File: src/design/dc_servo_pkg.sv
// package: register map, field layout, modes and timing of the offset servo
//
// Behaviour
// - global enable off resets servo, drops correction
// - four bits enable correction per output
// - two-bit field selects one of four modes
// - measure-once measures each output once, then holds
// - measure-periodic repeats measurement about every ten minutes
// - preset modes take initial correction from preset registers
// - preset-once stops; preset-periodic then measures periodically
// - cleared output keeps correction, reapplied when set
// - current correction readable in read-only readback registers
// - correction values are eight-bit two's complement
// - start-up sequence selects measure-once by default
`default_nettype none
package dc_servo_pkg;

    // ------------------------------------------------------------
    // register indices; byte address is four times the index
    // ------------------------------------------------------------
    localparam int ADDR_W = 9;
    localparam logic [6:0] ENABLE_CTRL_IDX = 7'h43;
    localparam logic [6:0] MODE_CTRL_IDX = 7'h45;
    localparam logic [6:0] PRESET_HPL_IDX = 7'h47;
    localparam logic [6:0] PRESET_HPR_IDX = 7'h48;
    localparam logic [6:0] PRESET_LNL_IDX = 7'h49;
    localparam logic [6:0] PRESET_LNR_IDX = 7'h4A;
    localparam logic [6:0] READBACK_HPL_IDX = 7'h51;
    localparam logic [6:0] READBACK_HPR_IDX = 7'h52;
    localparam logic [6:0] READBACK_LNL_IDX = 7'h53;
    localparam logic [6:0] READBACK_LNR_IDX = 7'h54;
    localparam logic [6:0] SEQ_MODE_IDX = 7'h60;
    localparam logic [6:0] SEQ_ENABLE_IDX = 7'h61;

    // ------------------------------------------------------------
    // field layout and reset values
    // ------------------------------------------------------------
    localparam int MASTER_BIT = 4;
    localparam logic MASTER_RST = 1'h1;
    localparam logic [3:0] OUT_EN_RST = 4'h0;
    localparam logic [3:0] SEQ_ENABLE_RST = 4'hF;
    localparam logic [7:0] PRESET_RST = 8'h00;
    // correction lsb in microvolts, two's complement byte
    localparam int CORR_LSB_UV = 250;
    localparam int CORR_W = 8;

    // output slots, numbered as their enable bit
    localparam logic [1:0] CH_HPL = 2'h3;
    localparam logic [1:0] CH_HPR = 2'h2;
    localparam logic [1:0] CH_LNL = 2'h1;
    localparam logic [1:0] CH_LNR = 2'h0;

    // operating modes; bit 1 picks measurement, bit 0 periodic update
    typedef enum logic [1:0] {
        PRESET_ONCE = 2'h0,
        PRESET_PERIODIC = 2'h1,
        MEASURE_ONCE = 2'h2,
        MEASURE_PERIODIC = 2'h3
    } servo_mode_e;
    localparam servo_mode_e MODE_RST = PRESET_ONCE;
    localparam servo_mode_e SEQ_MODE_RST = MEASURE_ONCE;

    // engine states, one-hot
    typedef enum logic [1:0] {
        ST_IDLE = 2'b01,
        ST_MEAS = 2'b10
    } servo_state_e;

    // ------------------------------------------------------------
    // timing
    // ------------------------------------------------------------
    localparam longint CLK_HZ = 250000000;
    localparam longint UPDATE_PERIOD_S = 600;
    localparam longint UPDATE_CYCLES = UPDATE_PERIOD_S * CLK_HZ;
    localparam int TIMER_W = 40;

    // ------------------------------------------------------------
    // carriers
    // ------------------------------------------------------------
    typedef logic [3:0][CORR_W-1:0] corr_bank_t;
    typedef struct packed {
        logic req;
        logic [1:0] chan;
    } meas_req_s;
    typedef struct packed {
        logic valid;
        logic [CORR_W-1:0] value;
    } meas_ans_s;

endpackage
`default_nettype wire

File: src/design/dc_offset_servo_control.sv
// top: register slave, write sequencer hook and correction engine of the offset servo
`timescale 1ns/1ns
`default_nettype none
module dc_offset_servo_control #(
    parameter longint unsigned UPDATE_PERIOD_CYCLES = dc_servo_pkg::UPDATE_CYCLES
) (
    // clock and reset
    input wire logic core_clk,
    input wire logic sys_rst,
    // avalon-mm slave
    input wire logic [dc_servo_pkg::ADDR_W-1:0] avs_address,
    input wire logic avs_read,
    input wire logic avs_write,
    input wire logic [31:0] avs_writedata,
    input wire logic [3:0] avs_byteenable,
    output logic [31:0] avs_readdata,
    output logic avs_waitrequest,
    // write sequencer run pulse
    input wire logic seq_run,
    // measurement front end
    output dc_servo_pkg::meas_req_s meas_req,
    input wire dc_servo_pkg::meas_ans_s meas_ans,
    // correction drive
    output dc_servo_pkg::corr_bank_t corr_value,
    output logic [3:0] corr_apply
);

    // ------------------------------------------------------------
    // declarations
    // ------------------------------------------------------------
    localparam logic [dc_servo_pkg::TIMER_W-1:0] TICK_LAST =
        dc_servo_pkg::TIMER_W'(UPDATE_PERIOD_CYCLES - 64'd1);

    logic wait_ff; // high until a request is answered
    logic [31:0] rdata_ff; // read data, latched a cycle before the answer
    logic master_ff; // global servo enable
    logic [3:0] out_en_ff; // per-output enables
    dc_servo_pkg::servo_mode_e mode_ff; // operating mode
    dc_servo_pkg::corr_bank_t preset_ff; // preset corrections
    dc_servo_pkg::servo_mode_e seq_mode_ff; // sequencer mode entry
    logic [3:0] seq_ena_ff; // sequencer enable entry
    dc_servo_pkg::servo_state_e state_ff;
    dc_servo_pkg::servo_state_e nxt_state;
    logic meas_req_ff;
    logic nxt_req;
    logic [1:0] chan_ff;
    logic [1:0] nxt_chan;
    logic [3:0] have_ff; // slot holds a valid correction
    logic [3:0] nxt_have;
    logic [3:0] init_ff; // slot needs initial correction in current mode
    logic [3:0] nxt_init;
    logic [3:0] upd_ff; // slot due for periodic update
    logic [3:0] nxt_upd;
    dc_servo_pkg::corr_bank_t corr_ff;
    dc_servo_pkg::corr_bank_t nxt_corr;
    logic [dc_servo_pkg::TIMER_W-1:0] timer_ff;
    logic [3:0] apply_ff;
    logic [6:0] idx; // word index of the bus address
    logic bus_take; // request answered at this edge
    logic wr_take; // write lands at this edge
    logic mode_chg; // mode field replaced this edge
    logic [3:0] need_init;
    logic [3:0] need_upd;
    logic [1:0] sel_init;
    logic [1:0] sel_upd;
    logic preset_mode;
    logic tick; // periodic interval elapsed

    // ------------------------------------------------------------
    // helpers
    // ------------------------------------------------------------
    // highest pending slot first, so headphones are served before lines
    function automatic logic [1:0] pick(input logic [3:0] v);
        logic [1:0] r;
        r = 2'h0;
        for (int i = 0; i < 4; i++)
        begin
            if (v[i])
            begin
                r = 2'(i);
            end
        end
        return r;
    endfunction

    // read decode; unmapped words and reserved bits read as zero
    function automatic logic [7:0] reg_read(input logic [6:0] i);
        logic [7:0] r;
        r = 8'h00;
        unique case (i)
            dc_servo_pkg::ENABLE_CTRL_IDX: r = {3'h0, master_ff, out_en_ff};
            dc_servo_pkg::MODE_CTRL_IDX: r = {6'h00, mode_ff};
            dc_servo_pkg::PRESET_HPL_IDX: r = preset_ff[dc_servo_pkg::CH_HPL];
            dc_servo_pkg::PRESET_HPR_IDX: r = preset_ff[dc_servo_pkg::CH_HPR];
            dc_servo_pkg::PRESET_LNL_IDX: r = preset_ff[dc_servo_pkg::CH_LNL];
            dc_servo_pkg::PRESET_LNR_IDX: r = preset_ff[dc_servo_pkg::CH_LNR];
            dc_servo_pkg::READBACK_HPL_IDX: r = corr_ff[dc_servo_pkg::CH_HPL];
            dc_servo_pkg::READBACK_HPR_IDX: r = corr_ff[dc_servo_pkg::CH_HPR];
            dc_servo_pkg::READBACK_LNL_IDX: r = corr_ff[dc_servo_pkg::CH_LNL];
            dc_servo_pkg::READBACK_LNR_IDX: r = corr_ff[dc_servo_pkg::CH_LNR];
            dc_servo_pkg::SEQ_MODE_IDX: r = {6'h00, seq_mode_ff};
            dc_servo_pkg::SEQ_ENABLE_IDX: r = {4'h0, seq_ena_ff};
            default: r = 8'h00;
        endcase
        return r;
    endfunction

    // ------------------------------------------------------------
    // avalon-mm slave
    // ------------------------------------------------------------
    assign idx = avs_address[8:2];
    assign bus_take = (avs_read | avs_write) & ~wait_ff;
    assign wr_take = bus_take & avs_write & (avs_address[1:0] == 2'h0) & avs_byteenable[0];
    assign mode_chg = seq_run | (wr_take & (idx == dc_servo_pkg::MODE_CTRL_IDX));

    // every request is answered on its second cycle
    always_ff @(posedge core_clk or posedge sys_rst)
    begin
        if (sys_rst)
        begin
            wait_ff <= 1'h1;
        end
        else
        begin
            wait_ff <= ~((avs_read | avs_write) & wait_ff);
        end
    end

    // read data captured while waitrequest is still high
    always_ff @(posedge core_clk or posedge sys_rst)
    begin
        if (sys_rst)
        begin
            rdata_ff <= 32'h00000000;
        end
        else if (avs_read & wait_ff)
        begin
            // misaligned byte addresses are unmapped
            rdata_ff <= (avs_address[1:0] == 2'h0) ? {24'h000000, reg_read(idx)} : 32'h00000000;
        end
    end

    // ------------------------------------------------------------
    // control registers; a sequencer run beats a same-cycle bus write
    // ------------------------------------------------------------
    always_ff @(posedge core_clk or posedge sys_rst)
    begin
        if (sys_rst)
        begin
            master_ff <= dc_servo_pkg::MASTER_RST;
            out_en_ff <= dc_servo_pkg::OUT_EN_RST;
            mode_ff <= dc_servo_pkg::MODE_RST;
        end
        else if (seq_run)
        begin
            // sequence loads its entries into the live fields
            mode_ff <= seq_mode_ff;
            out_en_ff <= seq_ena_ff;
        end
        else if (wr_take && idx == dc_servo_pkg::ENABLE_CTRL_IDX)
        begin
            master_ff <= avs_writedata[dc_servo_pkg::MASTER_BIT];
            out_en_ff <= avs_writedata[3:0];
        end
        else if (wr_take && idx == dc_servo_pkg::MODE_CTRL_IDX)
        begin
            mode_ff <= dc_servo_pkg::servo_mode_e'(avs_writedata[1:0]);
        end
    end

    // preset values and sequencer entries
    always_ff @(posedge core_clk or posedge sys_rst)
    begin
        if (sys_rst)
        begin
            preset_ff <= {4{dc_servo_pkg::PRESET_RST}};
            seq_mode_ff <= dc_servo_pkg::SEQ_MODE_RST;
            seq_ena_ff <= dc_servo_pkg::SEQ_ENABLE_RST;
        end
        else if (wr_take)
        begin
            unique case (idx)
                dc_servo_pkg::PRESET_HPL_IDX: preset_ff[3] <= avs_writedata[7:0];
                dc_servo_pkg::PRESET_HPR_IDX: preset_ff[2] <= avs_writedata[7:0];
                dc_servo_pkg::PRESET_LNL_IDX: preset_ff[1] <= avs_writedata[7:0];
                dc_servo_pkg::PRESET_LNR_IDX: preset_ff[0] <= avs_writedata[7:0];
                dc_servo_pkg::SEQ_MODE_IDX:
                    seq_mode_ff <= dc_servo_pkg::servo_mode_e'(avs_writedata[1:0]);
                dc_servo_pkg::SEQ_ENABLE_IDX: seq_ena_ff <= avs_writedata[3:0];
                default: ;
            endcase
        end
    end

    // ------------------------------------------------------------
    // update interval timer
    // ------------------------------------------------------------
    assign tick = master_ff & mode_ff[0] & (|out_en_ff) & (timer_ff == TICK_LAST);

    // restarts on any mode change, so a new mode gets a full interval
    always_ff @(posedge core_clk or posedge sys_rst)
    begin
        if (sys_rst)
        begin
            timer_ff <= '0;
        end
        else if (!master_ff || !mode_ff[0] || out_en_ff == 4'h0 || mode_chg || tick)
        begin
            timer_ff <= '0;
        end
        else
        begin
            timer_ff <= timer_ff + 1'b1;
        end
    end

    // ------------------------------------------------------------
    // correction engine
    // ------------------------------------------------------------
    assign preset_mode = ~mode_ff[1];
    // a cleared enable keeps have_ff, so re-enabling needs no new work
    assign need_init = out_en_ff & (~have_ff | init_ff);
    assign need_upd = out_en_ff & upd_ff;
    assign sel_init = pick(need_init);
    assign sel_upd = pick(need_upd);

    // next-state logic; flags are cleared first so a set wins
    always_comb
    begin
        nxt_state = state_ff;
        nxt_req = meas_req_ff;
        nxt_chan = chan_ff;
        nxt_have = have_ff;
        nxt_init = init_ff;
        nxt_upd = upd_ff;
        nxt_corr = corr_ff;
        unique case (state_ff)
            dc_servo_pkg::ST_IDLE:
            begin
                if (|need_init && preset_mode)
                begin
                    // preset modes load the stored value, no measurement
                    nxt_corr[sel_init] = preset_ff[sel_init];
                    nxt_have[sel_init] = 1'b1;
                    nxt_init[sel_init] = 1'b0;
                end
                else if (|need_init)
                begin
                    nxt_req = 1'b1;
                    nxt_chan = sel_init;
                    nxt_state = dc_servo_pkg::ST_MEAS;
                end
                else if (|need_upd)
                begin
                    // periodic update measures in either periodic mode
                    nxt_req = 1'b1;
                    nxt_chan = sel_upd;
                    nxt_state = dc_servo_pkg::ST_MEAS;
                end
            end
            dc_servo_pkg::ST_MEAS:
            begin
                if (meas_ans.valid)
                begin
                    nxt_req = 1'b0;
                    nxt_corr[chan_ff] = meas_ans.value;
                    nxt_have[chan_ff] = 1'b1;
                    nxt_init[chan_ff] = 1'b0;
                    nxt_upd[chan_ff] = 1'b0;
                    nxt_state = dc_servo_pkg::ST_IDLE;
                end
            end
            default:
            begin
                nxt_req = 1'b0;
                nxt_state = dc_servo_pkg::ST_IDLE;
            end
        endcase
        // a mode change redoes the initial step, stale updates dropped
        if (mode_chg)
        begin
            nxt_init = 4'hF;
            nxt_upd = 4'h0;
        end
        if (tick)
        begin
            nxt_upd = 4'hF;
        end
    end

    // engine registers; global enable low holds everything in reset
    // the enable clear is a separate synchronous branch, so the async reset stays pure
    always_ff @(posedge core_clk or posedge sys_rst)
    begin
        if (sys_rst)
        begin
            state_ff <= dc_servo_pkg::ST_IDLE;
            meas_req_ff <= 1'b0;
            chan_ff <= 2'h0;
            have_ff <= 4'h0;
            init_ff <= 4'h0;
            upd_ff <= 4'h0;
            corr_ff <= '0;
        end
        else if (!master_ff)
        begin
            state_ff <= dc_servo_pkg::ST_IDLE;
            meas_req_ff <= 1'b0;
            chan_ff <= 2'h0;
            have_ff <= 4'h0;
            init_ff <= 4'h0;
            upd_ff <= 4'h0;
            corr_ff <= '0;
        end
        else
        begin
            state_ff <= nxt_state;
            meas_req_ff <= nxt_req;
            chan_ff <= nxt_chan;
            have_ff <= nxt_have;
            init_ff <= nxt_init;
            upd_ff <= nxt_upd;
            corr_ff <= nxt_corr;
        end
    end

    // drive enable per output: retained value reapplied as soon as enabled
    always_ff @(posedge core_clk or posedge sys_rst)
    begin
        if (sys_rst)
        begin
            apply_ff <= 4'h0;
        end
        else
        begin
            apply_ff <= master_ff ? (out_en_ff & have_ff) : 4'h0;
        end
    end

    // ------------------------------------------------------------
    // outputs
    // ------------------------------------------------------------
    assign avs_waitrequest = wait_ff;
    assign avs_readdata = rdata_ff;
    assign meas_req = '{req: meas_req_ff, chan: chan_ff};
    assign corr_value = corr_ff;
    assign corr_apply = apply_ff;
endmodule
`default_nettype wire

File: config.mk
export PLATFORM = sky130hd
export DESIGN_NAME = dc_offset_servo_control
export DESIGN_NICKNAME = d
export VERILOG_FILES = /design/src/design/dc_servo_pkg.sv /design/src/design/dc_offset_servo_control.sv
export SDC_FILE = /design/constraint.sdc
export NUM_CORES = 1
export LEC_CHECK = 0
export BUFFER_PORTS_ARGS = -buffer_cell sky130_fd_sc_hd__buf_2
export CORE_MARGIN = 3
export CORE_UTILIZATION = 45
export CTS_BUF_LIST = sky130_fd_sc_hd__clkbuf_16
export CTS_CLUSTER_DIAMETER = 200
export DETAILED_ROUTE_END_ITERATION = 12
export PLACE_DENSITY = 0.76
export REMOVE_ABC_BUFFERS = 1
export SYNTH_ARGS = -nofsm -noshare
export SYNTH_HDL_FRONTEND = slang
export SYNTH_SLANG_ARGS = --single-unit
File: constraint.sdc
create_clock -name core_clk -period 4.5 [get_ports core_clk]
set_clock_uncertainty 0.1 [all_clocks]
set_input_delay 0.675 -clock core_clk [delete_from_list [all_inputs] [get_ports core_clk]]
set_output_delay 0.675 -clock core_clk [all_outputs]
set_load 0.02 [all_outputs]
; After elaboration in Yosys (flattened, before gate mapping)
; Index checks and enable logic that the tools add are counted.
[word_totals]
ff_bits = 171
in_bits = 59
output_inout_bits = 72
wordCells = 178
[op_classes]
n_addsub = 1
magnitude_cmp = 4
n_eq_ne = 29
n_mux = 62
bitwise_logic = 28
reduce_logical = 31
[op_table]
columns = op, n
row1 = 32-bit 2-to-1 mux, 3
row2 = 8-bit case mux with 12 select lines, 1
row3 = "7-bit equality test, second input constant", 12
row4 = 32-bit bitwise mux, 2
row5 = 32-bit case mux with 2 select lines, 1
row6 = 4-bit 2-to-1 mux, 15
row7 = "40-bit by 1-bit adder with 40-bit output, second input constant", 1
row8 = "40-bit by 38-bit equality test with 1-bit output, second input constant", 1
row9 = 40-bit 2-to-1 mux, 1
row10 = 2-bit 2-to-1 mux, 17
row11 = 8-bit demux with 2-bit select, 2
row12 = 8-bit 2-to-1 mux, 4
row13 = 4-bit AND, 6
row14 = 2-bit AND reduction, 9
row15 = 8-bit binary-select mux with 2-bit select, 1
row16 = 4-bit case mux with 2 select lines, 2
row17 = "4-bit != test, second input constant", 3
row18 = 4-bit NOT, 3
row19 = 4-bit OR, 3
row20 = 3-bit AND reduction, 4
row21 = 4-bit OR reduction, 3
row22 = 1-bit AND, 10
row23 = 1-bit 2-to-1 mux, 9
row24 = "3-bit != test, second input constant", 3
row25 = 20 further kinds, 39

; Logic depth before layout (Yosys ltp)
; Gate-level depths: netlist of run 1.
[logic_depth]
depth_word = 16
depth_mapped = 8

; Least setup slack after synthesis of run 1
; OpenSTA, ideal clock, no wires.
[synth_timing]
kind = input to register
startpoint = in avs_address[7] in the netlist's numbering
endpoint = reg preset_ff[10] in the netlist's numbering
setup_time_ns = 0.125
t_arrival_ns = 2.062
slack_ns = 2.213
stages = 6
n_path_buf = 1
cell_sequence = or3b_1 buf_6 nor2_4 nand2_4 nor2_8 mux2_2
[synth_between]
elab_chain_len = 2
[synth_rtl]
columns = element, line_no
row1 = from (decl), dc_offset_servo_control.sv:11  ; input wire logic [dc_servo_pkg::ADDR_W-1:0] avs_address,
row2 = 7-bit equality test, dc_offset_servo_control.sv:182  ; unique case (idx)
row3 = 2-bit AND reduction (no source line), -
row4 = to (signal assigned), dc_offset_servo_control.sv:176  ; preset_ff <= {4{dc_servo_pkg::PRESET_RST}};
row5 = to (decl), dc_offset_servo_control.sv:39  ; dc_servo_pkg::corr_bank_t preset_ff;
; No other way between the ends.
; A chain may end at the register's enable or synchronous reset.

; Worst setup path in the final report of run 1
[layout_timing]
startpoint = reg state_ff[0]
endpoint = reg corr_ff (netlist bit corr_value[31])
[layout_between]
elab_chain_len = 3
[layout_rtl]
columns = element, line_no
row1 = from (decl), dc_offset_servo_control.sv:42  ; dc_servo_pkg::servo_state_e state_ff;
row2 = from (signal assigned), dc_offset_servo_control.sv:297  ; state_ff <= dc_servo_pkg::ST_IDLE;
row3 = from (signal assigned), dc_offset_servo_control.sv:307  ; state_ff <= dc_servo_pkg::ST_IDLE;
row4 = from (signal assigned), dc_offset_servo_control.sv:317  ; state_ff <= nxt_state;
row5 = 2-bit equality test or 2-bit by 1-bit equality test with 1-bit output (tied branches), dc_offset_servo_control.sv:237  ; unique case (state_ff)
row6 = "3-bit by 1-bit != test with 1-bit output (no source line), or another cell as far along", -
row7 = 3-bit AND reduction (no source line) or 32-bit 2-to-1 mux (tied branches), -
row8 = to (signal assigned), dc_offset_servo_control.sv:323  ; corr_ff <= nxt_corr;
row9 = to (decl), dc_offset_servo_control.sv:54  ; dc_servo_pkg::corr_bank_t corr_ff;
; Parallel ways exist; a longest one is shown, timed or not.

==> run summary, run 1 <==
TritonCTS built the clock tree. In the final timing run, aggregate negative setup slack is 0 ns. The fraction of registers with async set/reset came out at 100.0%. The post-layout instance area was 0.008941 mm2. Setup repair after global routing left no endpoint under its margin.

After layout, the minimum clock period comes to 2.981 ns. The final hold violation count came out at 0. The synthesized netlist occupies a cell area of 0.007941 mm2.

The delay of the slowest cell on the worst path came out at 0.79 ns. In the routed layout, each cell is associated on average with a via count of 6.260. The run gives 3.14 ns as the worst endpoint data arrival time.

The synthesized area per cell came out at 10.33 um2. For the pin with the worst max-slew slack, the measured transition is 0.9871 ns. The flow ran to the end, and the final reports show no timing, DRC or antenna violations.

The clock latency at the later pin of the worst-skew pair was 0.43 ns. Sorting the synthesized cells by how often they occur yields 138 x dfrtp_1, 75 x nand2_1, 57 x nor2_1, 39 x mux2_2, 37 x nand3_1. The critical path is of the flop to flop type. Port buffering added 79 buffers.

The H-tree was split into 4 levels. For this configuration, the core starts out at a cell density of 46.89%. The final clock period utilization by the worst path is 66.24%, and the signed area change from the synthesized netlist to the final layout is 12.59%. The die is 138.8 um tall. The total power of the final layout was 0.002868 W. The worst register-to-register path ends at corr_value[31]. The per-cell routed wire length came out at 20.61 um. The number of max-slew violations in the final report is 0, and the final RePlAce weighted congestion is 0.9296. The logs give 0 for the number of remaining DRC errors and 4.9% for the fraction of power consumed by combinational cells. Among all cell types in the netlist, the one instantiated most often is dfrtp_1. The tools report the highest clock rate as 335.5 MHz.

The worst setup path is captured at a flop. Across the VDD grid, the largest voltage drop is 0.0003059 V. The final wirelength is 22050 um, and the number of buffers inserted for hold repair after clock tree synthesis is 0. Global routing used 22.64% of the available tracks. The most critical setup path has its endpoint at corr_value[31]. The run gives 4 as the initial antenna violation count. During I/O placement, the number of pins put on the boundary was 131. In this run the post-CTS setup repair buffer count came out at 0. The proportion of power drawn by flip-flops and latches was 46.3%; the number of global-route vias before repair was 6456. The beginning of the worst register-to-register path was state_ff[0]. The final layout contains 897 nets.

Clock tree synthesis inserted a total of 17 buffers. The switching power share of the total was 23.08%; the post-synthesis instance total was 769. The detailed router finished its first iteration with 687 violations.

After synthesis the netlist holds a flip-flop and latch count of 146. The count of nets left with antenna violations once routing finished came out at 0. STA classifies the critical path startpoint as a flop.

The cell at the root of the clock tree is clkbuf_16. dfrtp_1 takes more of the synthesized area than any other cell. The placeable core area is 0.01694 mm2, and the total of cells resized after clock tree synthesis is 0. The floorplan step set the die width to 138.8 um.

Across all register-to-register paths, the minimum setup slack is 1.52 ns. Detailed placement finished with a half-perimeter wire length of 14890 um. The tools report the worst setup path startpoint as state_ff[0]. The tools report the overall overflow remaining after global route as 0. For this design the ratio of total power to cell area is 320.7 mW/mm2. The first global-routing pass estimated 34930 um of wire. Of all nets on the critical path, the largest fanout is 12.

The layout has 1491 filler cells. The number of flops mapped to enable cells by yosys works out to 0. Yosys attributes the largest share of cell area to dfrtp_1 43%, mux2_2 5.5%, nand2_1 3.5%. The tightest min-delay check is of the input port to flop type. For the overall die area, the log shows 0.01928 mm2.

The internal power component was 0.002206 W; the fraction of final layout cells sized beyond drive strength 1 was 23.35%. Clock-pin slew was measured on the worst setup and hold paths at 0.06 ns. Pin count of the biggest net entering global routing: 91. Synthesis instantiated 87 different standard cells from the library. Traced cell by cell, the critical path runs through inv_1, ha_1, and3b_1, nor2_1, a211oi_2, o22ai_1. Summing all placed instances gives a cell area of 0.008359 mm2. The logs give 3.986 nW for the leakage power summed over all cells and 6698 for the number of vias in the routed layout. Per report_power, the clock group accounts for 48.8% of the total.

For this design, the slowest cell found on the critical path is a211oi_2. Yosys printed 0 warnings. Sequential elements use 46.13% of the synthesized area.

In this run the core area contains 47 standard-cell rows. The number of cells on the worst reg-to-reg path is 6. The primary flip-flop cell chosen by synthesis mapping was dfrtp_1. The relative slew slack was 34.07%. The tree built by TritonCTS fans out to 146 sinks. For the worst setup path, the data required time is 4.66 ns. The first-pass iteration count of the detailed router is 7, and the share of the synthesized area in the top cell type is 43.49%. Max-cap violations in this run came to 0. Setup violations remaining at the end of the flow were counted as 0. The switching power of the nets was 0.0006618 W; the buffer depth of the longest clock path was 2.
==> logic make-up after synthesis <==
group | after synthesis | synth area share, %
muxes | 54 | 7.437
and+or+nand+nor | 282 | 19.68
DFF | 146 | 46.13
adders and majority gates | 3 | 0.4727
buffers and inverters | 83 | 6.082
AOI/OAI and AO/OA | 165 | 16.29
xor gates and xnor gates | 35 | 3.860
other | 1 | 0.04722
==> how the worst min path moves through the flow <==
| stage | to | depth (start not counted) | slack (ns) | startpoint |
|---|---|---|---|---|
| floorplan | mode_ff[0] | 2 | 0.37 | mode_ff[0] |
| global placement | avs_readdata[7] | 2 | 0.36 | avs_readdata[7] |
| detailed placement | avs_readdata[7] | 2 | 0.37 | avs_readdata[7] |
| CTS | avs_waitrequest | 2 | 0.31 | avs_read |
| global route | avs_waitrequest | 2 | 0.33 | avs_read |
| finish | avs_waitrequest | 2 | 0.31 | avs_read |
==> worst max-delay path, delay by kind of cell (launching register included) <==
family	cells	cell delay, ns
AO/OA/AOI/OAI	2	0.99
AND/OR/NAND/NOR	2	0.79
flip-flops	1	0.54
adder cells (fa/ha/maj)	1	0.34
buffers and inverters	1	0.04
==> power by group through the flow <==
stage	sequential (W)	clock [W]	combinational [W]
after floorplan	0.00135	0	0.0000766
after global placement	0.00135	0	0.000137
after detailed placement	0.00135	0	0.000138
after CTS	0.00133	0.00141	0.000139
after global routing	0.00133	0.00147	0.000152
final	0.00133	0.00140	0.000141
==> cells in the final DEF (no fill, tap or decap), drive strengths merged, types with 4 or more instances in the layout <==
cell type / Yosys / final
and4: 4 / 4
nand4: 19 / 19
xor2: 30 / 30
mux2i: 14 / 14
nor2b: 5 / 5
a22oi: 23 / 23
o221ai: 8 / 8
dfrtp: 138 / 138
nor4: 9 / 9
nor3: 12 / 12
buf: 49 / 88
conb: 1 / 24
clkinv: 0 / 5
inv: 19 / 23
clkbuf: 15 / 17
a211oi: 7 / 7
nor2: 63 / 63
mux2: 40 / 40
a21oi: 15 / 15
xnor2: 5 / 5
o21ai: 23 / 23
a32oi: 18 / 18
nand2b: 10 / 10
a41o: 4 / 4
o22ai: 25 / 25
a22o: 5 / 5
and2: 5 / 5
and3b: 5 / 5
and3: 13 / 13
nor3b: 4 / 4
dfstp: 8 / 8
o211ai: 4 / 4
nand2: 78 / 78
o221a: 4 / 4
o21a: 4 / 4
nand3: 38 / 38
==> cell type report <==
class	instances	area, um2	share of cell area (%)
Antenna cell	2	5.005	0.05598
Clock buffer	17	425.4	4.758
Clock inverter	15	151.4	1.693
Inverter	19	76.32	0.8536
Multi-Input combinational cell	563	3881	43.41
Sequential cell	146	3664	40.97
Tap cell	220	275.3	3.079
Timing Repair Buffer	88	462.9	5.178
==> sequential cells by signal (all words and copies together), names as in the netlist, 4 cells and up <==
register / count
avs_readdata: 8
corr_apply: 4
corr_value: 32
have_ff: 4
init_ff: 4
out_en_ff: 4
preset_ff: 32
seq_ena_ff: 4
timer_ff: 40
upd_ff: 4
==> per-layer routing <==
layer	global-route usage, %	share of wire (%)
met5	0	0.15
met4	10.20	3.8
met3	6.414	10
met2	34.54	46
met1	30.14	40
==> through the flow <==
stage	std cells	hold WS [ns]	setup WS (ns)	util (%)
global route	1069	0.3349	1.452	52.78
finish	1070	0.3105	1.519	52.79
floorplan	728	0.3715	-0.1847	-
detailed placement	1036	0.3671	1.573	49.36
global placement	1036	0.3632	1.597	49.36
CTS	1068	0.3107	1.583	52.76
No activity file was read; power rests on OpenSTA's default activity.
==> run 2: changes to the inputs <==
Settings changed: ABC_AREA from default to 1, PLACE_DENSITY 0.76 to 0.72.
Clock period 4.5 ns to 2.9 ns, I/O delays scaled along.
==> run summary, run 2 <==
STA classifies the critical path startpoint as a flop. In this run the post-CTS setup repair buffer count came out at 0. The register with the most flip-flops in the layout has 40 of them. The number of buffers inserted for hold repair after clock tree synthesis is 1, and the relative slew slack is 55.05%. The share of the synthesized area in the top cell type is 39.50%. Once the floorplan was initialized, standard cells occupied 46.27% of the core. TritonCTS built the clock tree. In the final layout, the share of cells above drive strength 1 is 11.53%. No sink is reached through more buffers than the 2 on the longest clock path. In the layout the commonest cells are 469 x nand2_1, 174 x nor2_1, 138 x dfrtp_1, 123 x nand3_1, 110 x inv_1. For the number of remaining DRC errors, the log shows 0. The largest single stage delay on the critical path is 0.44 ns. Entering global routing, the biggest net connects 54 pins. The number of global-route vias before repair was 7860.

Ranked by instance count, the synthesized netlist is headed by 469 x nand2_1, 174 x nor2_1, 138 x dfrtp_1, 123 x nand3_1, 109 x inv_1. Relative to the synthesized area, the layout overhead comes to 13.42%. The final clock period utilization by the worst path was 83.22%; the highest clock rate was 414.4 MHz. The final RePlAce weighted congestion came out at 0.9727. The first global-routing pass estimated 39920 um of wire. Number of placement rows: 50. The logs give 0 for the number of max-slew violations in the final report and 43 for the post-synthesis cell type count. The signal on the critical path passes through ha_1, nand2_1, nor2_4, nand2_2, nor2_2, nand3_4, nand3b_4, nor2_1.

The category of the most critical setup path was flop to flop. 0 antenna diodes ended up in the layout. The worst endpoint data arrival time is 2.60 ns.

The tools report the number of vias in the routed layout as 8350. The most used flip-flop cell after synthesis is dfrtp_1. The tools report the net count of the finished layout as 1412.

After clock tree synthesis, the clock-pin slew on the worst setup and hold paths is 0.06 ns. The final wirelength came out at 24570 um. The share of the yosys chip area belonging to registers was 41.91%; the number of flops mapped to enable cells by yosys was 0. Overall die area: 0.02114 mm2. The pin slew with the least headroom to its limit is 0.6718 ns. Summed over all cells, the static leakage comes to 5.033 nW.

By area the synthesized netlist is led by dfrtp_1 40%, nand2_1 20%, nor2_1 7.5%. The number of vias per cell after detailed routing works out to 5.148. The initial antenna violation count is 0, and the total track usage is 23.42%. The tools report the worst-case vdd ir drop as 0.0004217 V. The largest individual stage delay along the critical path comes from the cell dfrtp_1. Of all cell types, the one taking the most synthesized area is dfrtp_1.

The flow ran to the end, and the final reports show no timing, DRC or antenna violations. In this run the worst path has a maximum fanout of 40. Setup repair after global routing left no endpoint under its margin. The H-tree was split into 4 levels. The post-synthesis instance total is 1268, and the final instance count without filler cells is 1622. Grouping stages by cell kind, the critical path spends the most delay in simple AND/OR/NAND/NOR gates.

The logs give 0.43 ns for the clock latency at the later pin of the worst-skew pair and 146 for the CTS sink count. The final hold violation count was 0; the core utilization of the finished layout was 52.48%. The flop and latch count out of synthesis works out to 146. The number of setup violations in the final report is 0, and the placeable core area is 0.01889 mm2. The number of clock buffers inserted by TritonCTS was 17; the post-route antenna net violation count was 0. The total power of the final layout is 0.004517 W, and the post-detailed-placement half-perimeter wirelength is 18960 um.

Across the run, the number of max-cap violations was 0. For the cell area after technology mapping, the log shows 0.008742 mm2. The die is 145.4 um tall. The overall overflow remaining after global route was 0.

The cell at the root of the clock tree was clkbuf_16. The min-delay analysis places its worst path in the category input port to flop. Hold is met by 0.08628 ns. Ranked by flip-flop count, first place goes to timer_ff.

Together, buffers and inverters on the worst path number 0. The per-cell routed wire length came out at 15.15 um. The most common cell in the synthesized netlist is nand2_1. Total of cells resized after clock tree synthesis: 0.

The power per standard cell area is 455.5 mW/mm2, and the count of buffers from port buffering is 79. The die width is 145.4 um, and the boundary pin count is 131. During synthesis, Yosys emitted a total of 0 warnings. The layout filler cell count came out at 1925.

The detailed router finished its first iteration with 637 violations. The worst setup path is captured at a flop. The commonest non-fill, non-tap cell in the layout is nand2_1.

The number of placed instances, taps included, is 1590. The required time of the critical path is 3.09 ns, and the synthesized area per cell is 6.894 um2. The routed design could run at a clock period as short as 2.413 ns. Counting flops with an async set or reset pin after synthesis yields a share of 100.0%. The first-pass iteration count of the detailed router came out at 5.
==> run 2: cell count changes after synthesis, sizes merged, moves of 18 or more <==
cell / previous run / this run
mux2: 40 / 0
o22ai: 25 / 1
nand3: 38 / 127
nand2: 78 / 473
o21ai: 23 / 65
a32oi: 18 / 0
inv: 19 / 111
nor2: 63 / 186
a22oi: 23 / 0
==> run 2: routing by layer <==
| layer | vias up | part of all wire [%] | routed length, um | track usage (%) |
|---|---|---|---|---|
| met2 | 299 | 47 | 11510 | 39.38 |
| met5 | - | 0 | 0 | 0 |
| met4 | 0 | 3.6 | 888 | 9.877 |
| met3 | 57 | 5.9 | 1454 | 3.893 |
| met1 | 3852 | 44 | 10720 | 30.08 |
| li1 | 4142 | - | - | - |
==> run 2: cells by family (layout without fill, tap and decap cells) <==
kind of cell | after synthesis | count (layout) | share of synthesized area (%)
buffers and inverters | 161 | 232 | 8.573
AO/OA/AOI/OAI | 91 | 91 | 5.668
adder cells (fa/ha/maj) | 3 | 3 | 0.4294
flip-flops | 146 | 146 | 41.91
other | 1 | 24 | 0.04290
XOR/XNOR | 27 | 27 | 2.705
AND/OR/NAND/NOR | 839 | 839 | 40.68
==> run 2: worst paths after layout <==
check / start / endpoint / slack (ns) / depth (start not counted)
worst max-delay path: timer_ff[0] / timer_ff[17] / 0.49 / 8
worst min-delay path: avs_write / avs_waitrequest / 0.09 / 2
worst max register to register: timer_ff[0] / timer_ff[17] / 0.49 / 8
worst min register to register: avs_readdata[0] / avs_readdata[0] / 0.37 / 2
max in group asynchronous: sys_rst / state_ff[0] / 1.43 / 4
min in group asynchronous: sys_rst / timer_ff[13] / 0.50 / 3
==> run 2: power breakdown <==
| part | internal (W) | switching (W) | leakage [nW] | total, W |
|---|---|---|---|---|
| Clock | 0.00141 | 0.000840 | 0.294 | 0.00225 |
| Combinational | 0.0000426 | 0.000164 | 2.73 | 0.000206 |
| Sequential | 0.00205 | 0.00000720 | 2.01 | 0.00206 |
==> run 2: metrics by stage <==
| step | setup slack (ns) | instance area [um2] | TNS (ns) |
|---|---|---|---|
| 6_report | 0.4867 | 9916 | 0 |
| 5_1_grt | 0.2800 | 9916 | 0 |
| 4_1_cts | 0.4811 | 9916 | 0 |
| 3_5_place_dp | 0.4931 | 9308 | 0 |
| 3_3_place_gp | 0.5316 | 9308 | 0 |
| 2_1_floorplan | -1.545 | 8502 | -216.99 |
==> run 2: area by class of cell <==
class / instances / area [um2] / area share, %
Clock buffer: 17 / 425.4 / 4.290
Clock inverter: 14 / 172.7 / 1.741
Inverter: 112 / 427.9 / 4.315
Multi-Input combinational cell: 984 / 4415 / 44.53
Sequential cell: 146 / 3664 / 36.95
Tap cell: 260 / 325.3 / 3.281
Timing Repair Buffer: 89 / 485.5 / 4.896
==> run 2: worst register-to-register path: cells and delay by family (launching register included) <==
kind          cells  cell delay (ns)
simple gates      7             1.43
flops             1             0.44
fa+ha+maj         1             0.29
==> run 3: changes to the inputs <==
Clock period 2.9 ns to 2.36 ns, I/O delays scaled along.
==> run summary, run 3 (synthesis gave the netlist of run 2 again) <==
The flow ran to the end, and the final reports show no timing, DRC or antenna violations. The number of setup violations in the final report came out at 0. The relative slew slack was 62.58%; the number of vias per cell after detailed routing was 5.176.

Detailed placement ended at an HPWL of 19830 um. The final RePlAce weighted congestion was 0.9523. The count of buffers from port buffering was 79. Category of the most critical setup path: flop to flop. The detailed router placed 8473 vias in this run.

The violation count after the first detailed-route iteration was 623. The boundary pin count came out at 131. The number of placement rows was 50. In this run, CTS created clock tree buffers numbering 17. The CTS sink count was 146.

TritonCTS built the clock tree. The tightest hold path in the finished design has a slack of 0.004811 ns. Setup slack of the worst register-to-register path: 0.11 ns. The clock transition at the register clock pins on the worst setup and hold paths after CTS was 0.06 ns. In the layout the commonest cells are 469 x nand2_1, 174 x nor2_1, 138 x dfrtp_1, 123 x nand3_1, 110 x inv_1. At the worst endpoint, the required time is 2.58 ns. The initial standard-cell utilization of the core is 46.27%, and the total power of the final layout is 0.005857 W.

Flip-flop count of the largest register after layout: 40. The commonest non-fill, non-tap cell in the layout was nand2_1. In this run the horizontal extent of the chip is 145.4 um. From bottom edge to top edge, the die measures 145.4 um. The area growth from synthesis to layout is 15.73%. For the highest clock rate, the log shows 443.7 MHz.

The clock passes through at most 2 buffers. The register with the highest flop count was timer_ff. The number of max-slew violations in the final report was 0; the initial antenna violation count was 0. Global routing used 24.36% of the available tracks.

The run gives 7987 as the number of global-route vias before repair. STA classifies the critical path endpoint as a flop. Fill cells in the final layout number 1890. The depth of the CTS H-tree came out at 4. In this run, post-CTS repair resized a total of 0 instances.

In the final timing run, aggregate negative setup slack is 0 ns. The maximum fanout encountered on the critical timing path was 8; the number of remaining DRC errors was 0. The placed cell count came out at 1603.

For the post-route antenna net violation count, the log shows 0. The path class of the tightest hold or removal check is input port to flop. Setup repair after global routing could not meet its margin everywhere. The post-route netlist has 12.56% of its cells at a drive strength greater than 1. The first global-routing pass estimated 41450 um of wire. Entering global routing, the biggest net connects 40 pins. At the end of the flow, the number of nets in the layout was 1426.

The logs give 0.01889 mm2 for the placeable core area and 5.144 nW for the leakage power summed over all cells. The tools report the number of diodes added for antenna fixing as 0. The final clock period utilization by the worst path works out to 95.49%. The worst-case vdd ir drop was 0.0005014 V. The later pin in the worst-skew pair is clocked with a latency of 0.44 ns. Summed over all layers, the routed wires come to 25630 um. The die covers 0.02114 mm2. Minimum period implied by the final worst setup slack: 2.254 ns. STA classifies the critical path startpoint as a flop. For this design the ratio of total power to cell area is 579.0 mW/mm2.

At the pin with the least slew margin, the transition time is 0.5598 ns. The final instance count without filler cells is 1637, and the per-cell routed wire length is 15.65 um. Max-cap violations in this run came to 0.

The run gives 53.55% as the core utilization of the finished layout. The cell sitting at the root of the clock tree is a clkbuf_16. The run gives 0 as the overall overflow remaining after global route. The first detailed-routing pass took 6 iterations. For the worst endpoint data arrival time, the log shows 2.47 ns. The final hold violation count came out at 0.
## run 3: what timing repair did
item / in CTS / in global routing
buffers inserted: 0 / 0
endpoints found under the hold margin: 26 / 0
hold buffers: 2 / 0
endpoints found under the setup margin: 0 / 32
## run 3: routing by layer
metal	vias to the layer above	global-route usage (%)	routed length (um)
met3	42	3.893	1398
met2	294	41.53	12470
li1	4161	-	-
met4	0	7.597	630
met5	-	0	0
met1	3976	32.05	11120
## run 3: final timing paths
kind                                  from              end  depth (start not counted)
max reg2reg                    state_ff[0]   corr_value[17]                          8
min                               avs_read  avs_waitrequest                          2
max                            state_ff[0]   corr_value[17]                          8
min reg2reg                avs_readdata[6]  avs_readdata[6]                          2
min in group asynchronous          sys_rst    preset_ff[14]                          3
max in group asynchronous          sys_rst     timer_ff[11]                          4
## run 3: cell type report
class	count	area (um2)	area share [%]
Sequential cell	146	3664	36.21
Tap cell	260	325.3	3.215
Clock buffer	17	425.4	4.205
Inverter	112	427.9	4.230
Multi-Input combinational cell	984	4415	43.64
Timing Repair Buffer	103	618.1	6.109
Clock inverter	15	241.5	2.387
## run 3: worst max-delay path, cell delays in order (launching register included)
cell and delay, ns:
dfstp_2 0.53, inv_1 0.05, ha_1 0.30, nand3_1 0.21, nand2_1 0.10, a21oi_1 0.32
nand2_1 0.33, nand2_1 0.15, nand2_1 0.06
## run 3: where the power goes
part / leakage (nW) / internal, W / switching [W]
logic: 2.81 / 0.0000572 / 0.000204
registers: 2.01 / 0.00252 / 0.00000885
clock network: 0.323 / 0.00198 / 0.00110
## run 3: through the flow
stage | cell area, um2 | setup slack, ns
final | 10120 | 0.1064
after global routing | 10120 | -0.07855
after CTS | 10120 | 0.1528
after detailed placement | 9430 | 0.1734
after global placement | 9430 | 0.2408
after floorplan | 8502 | -2.004
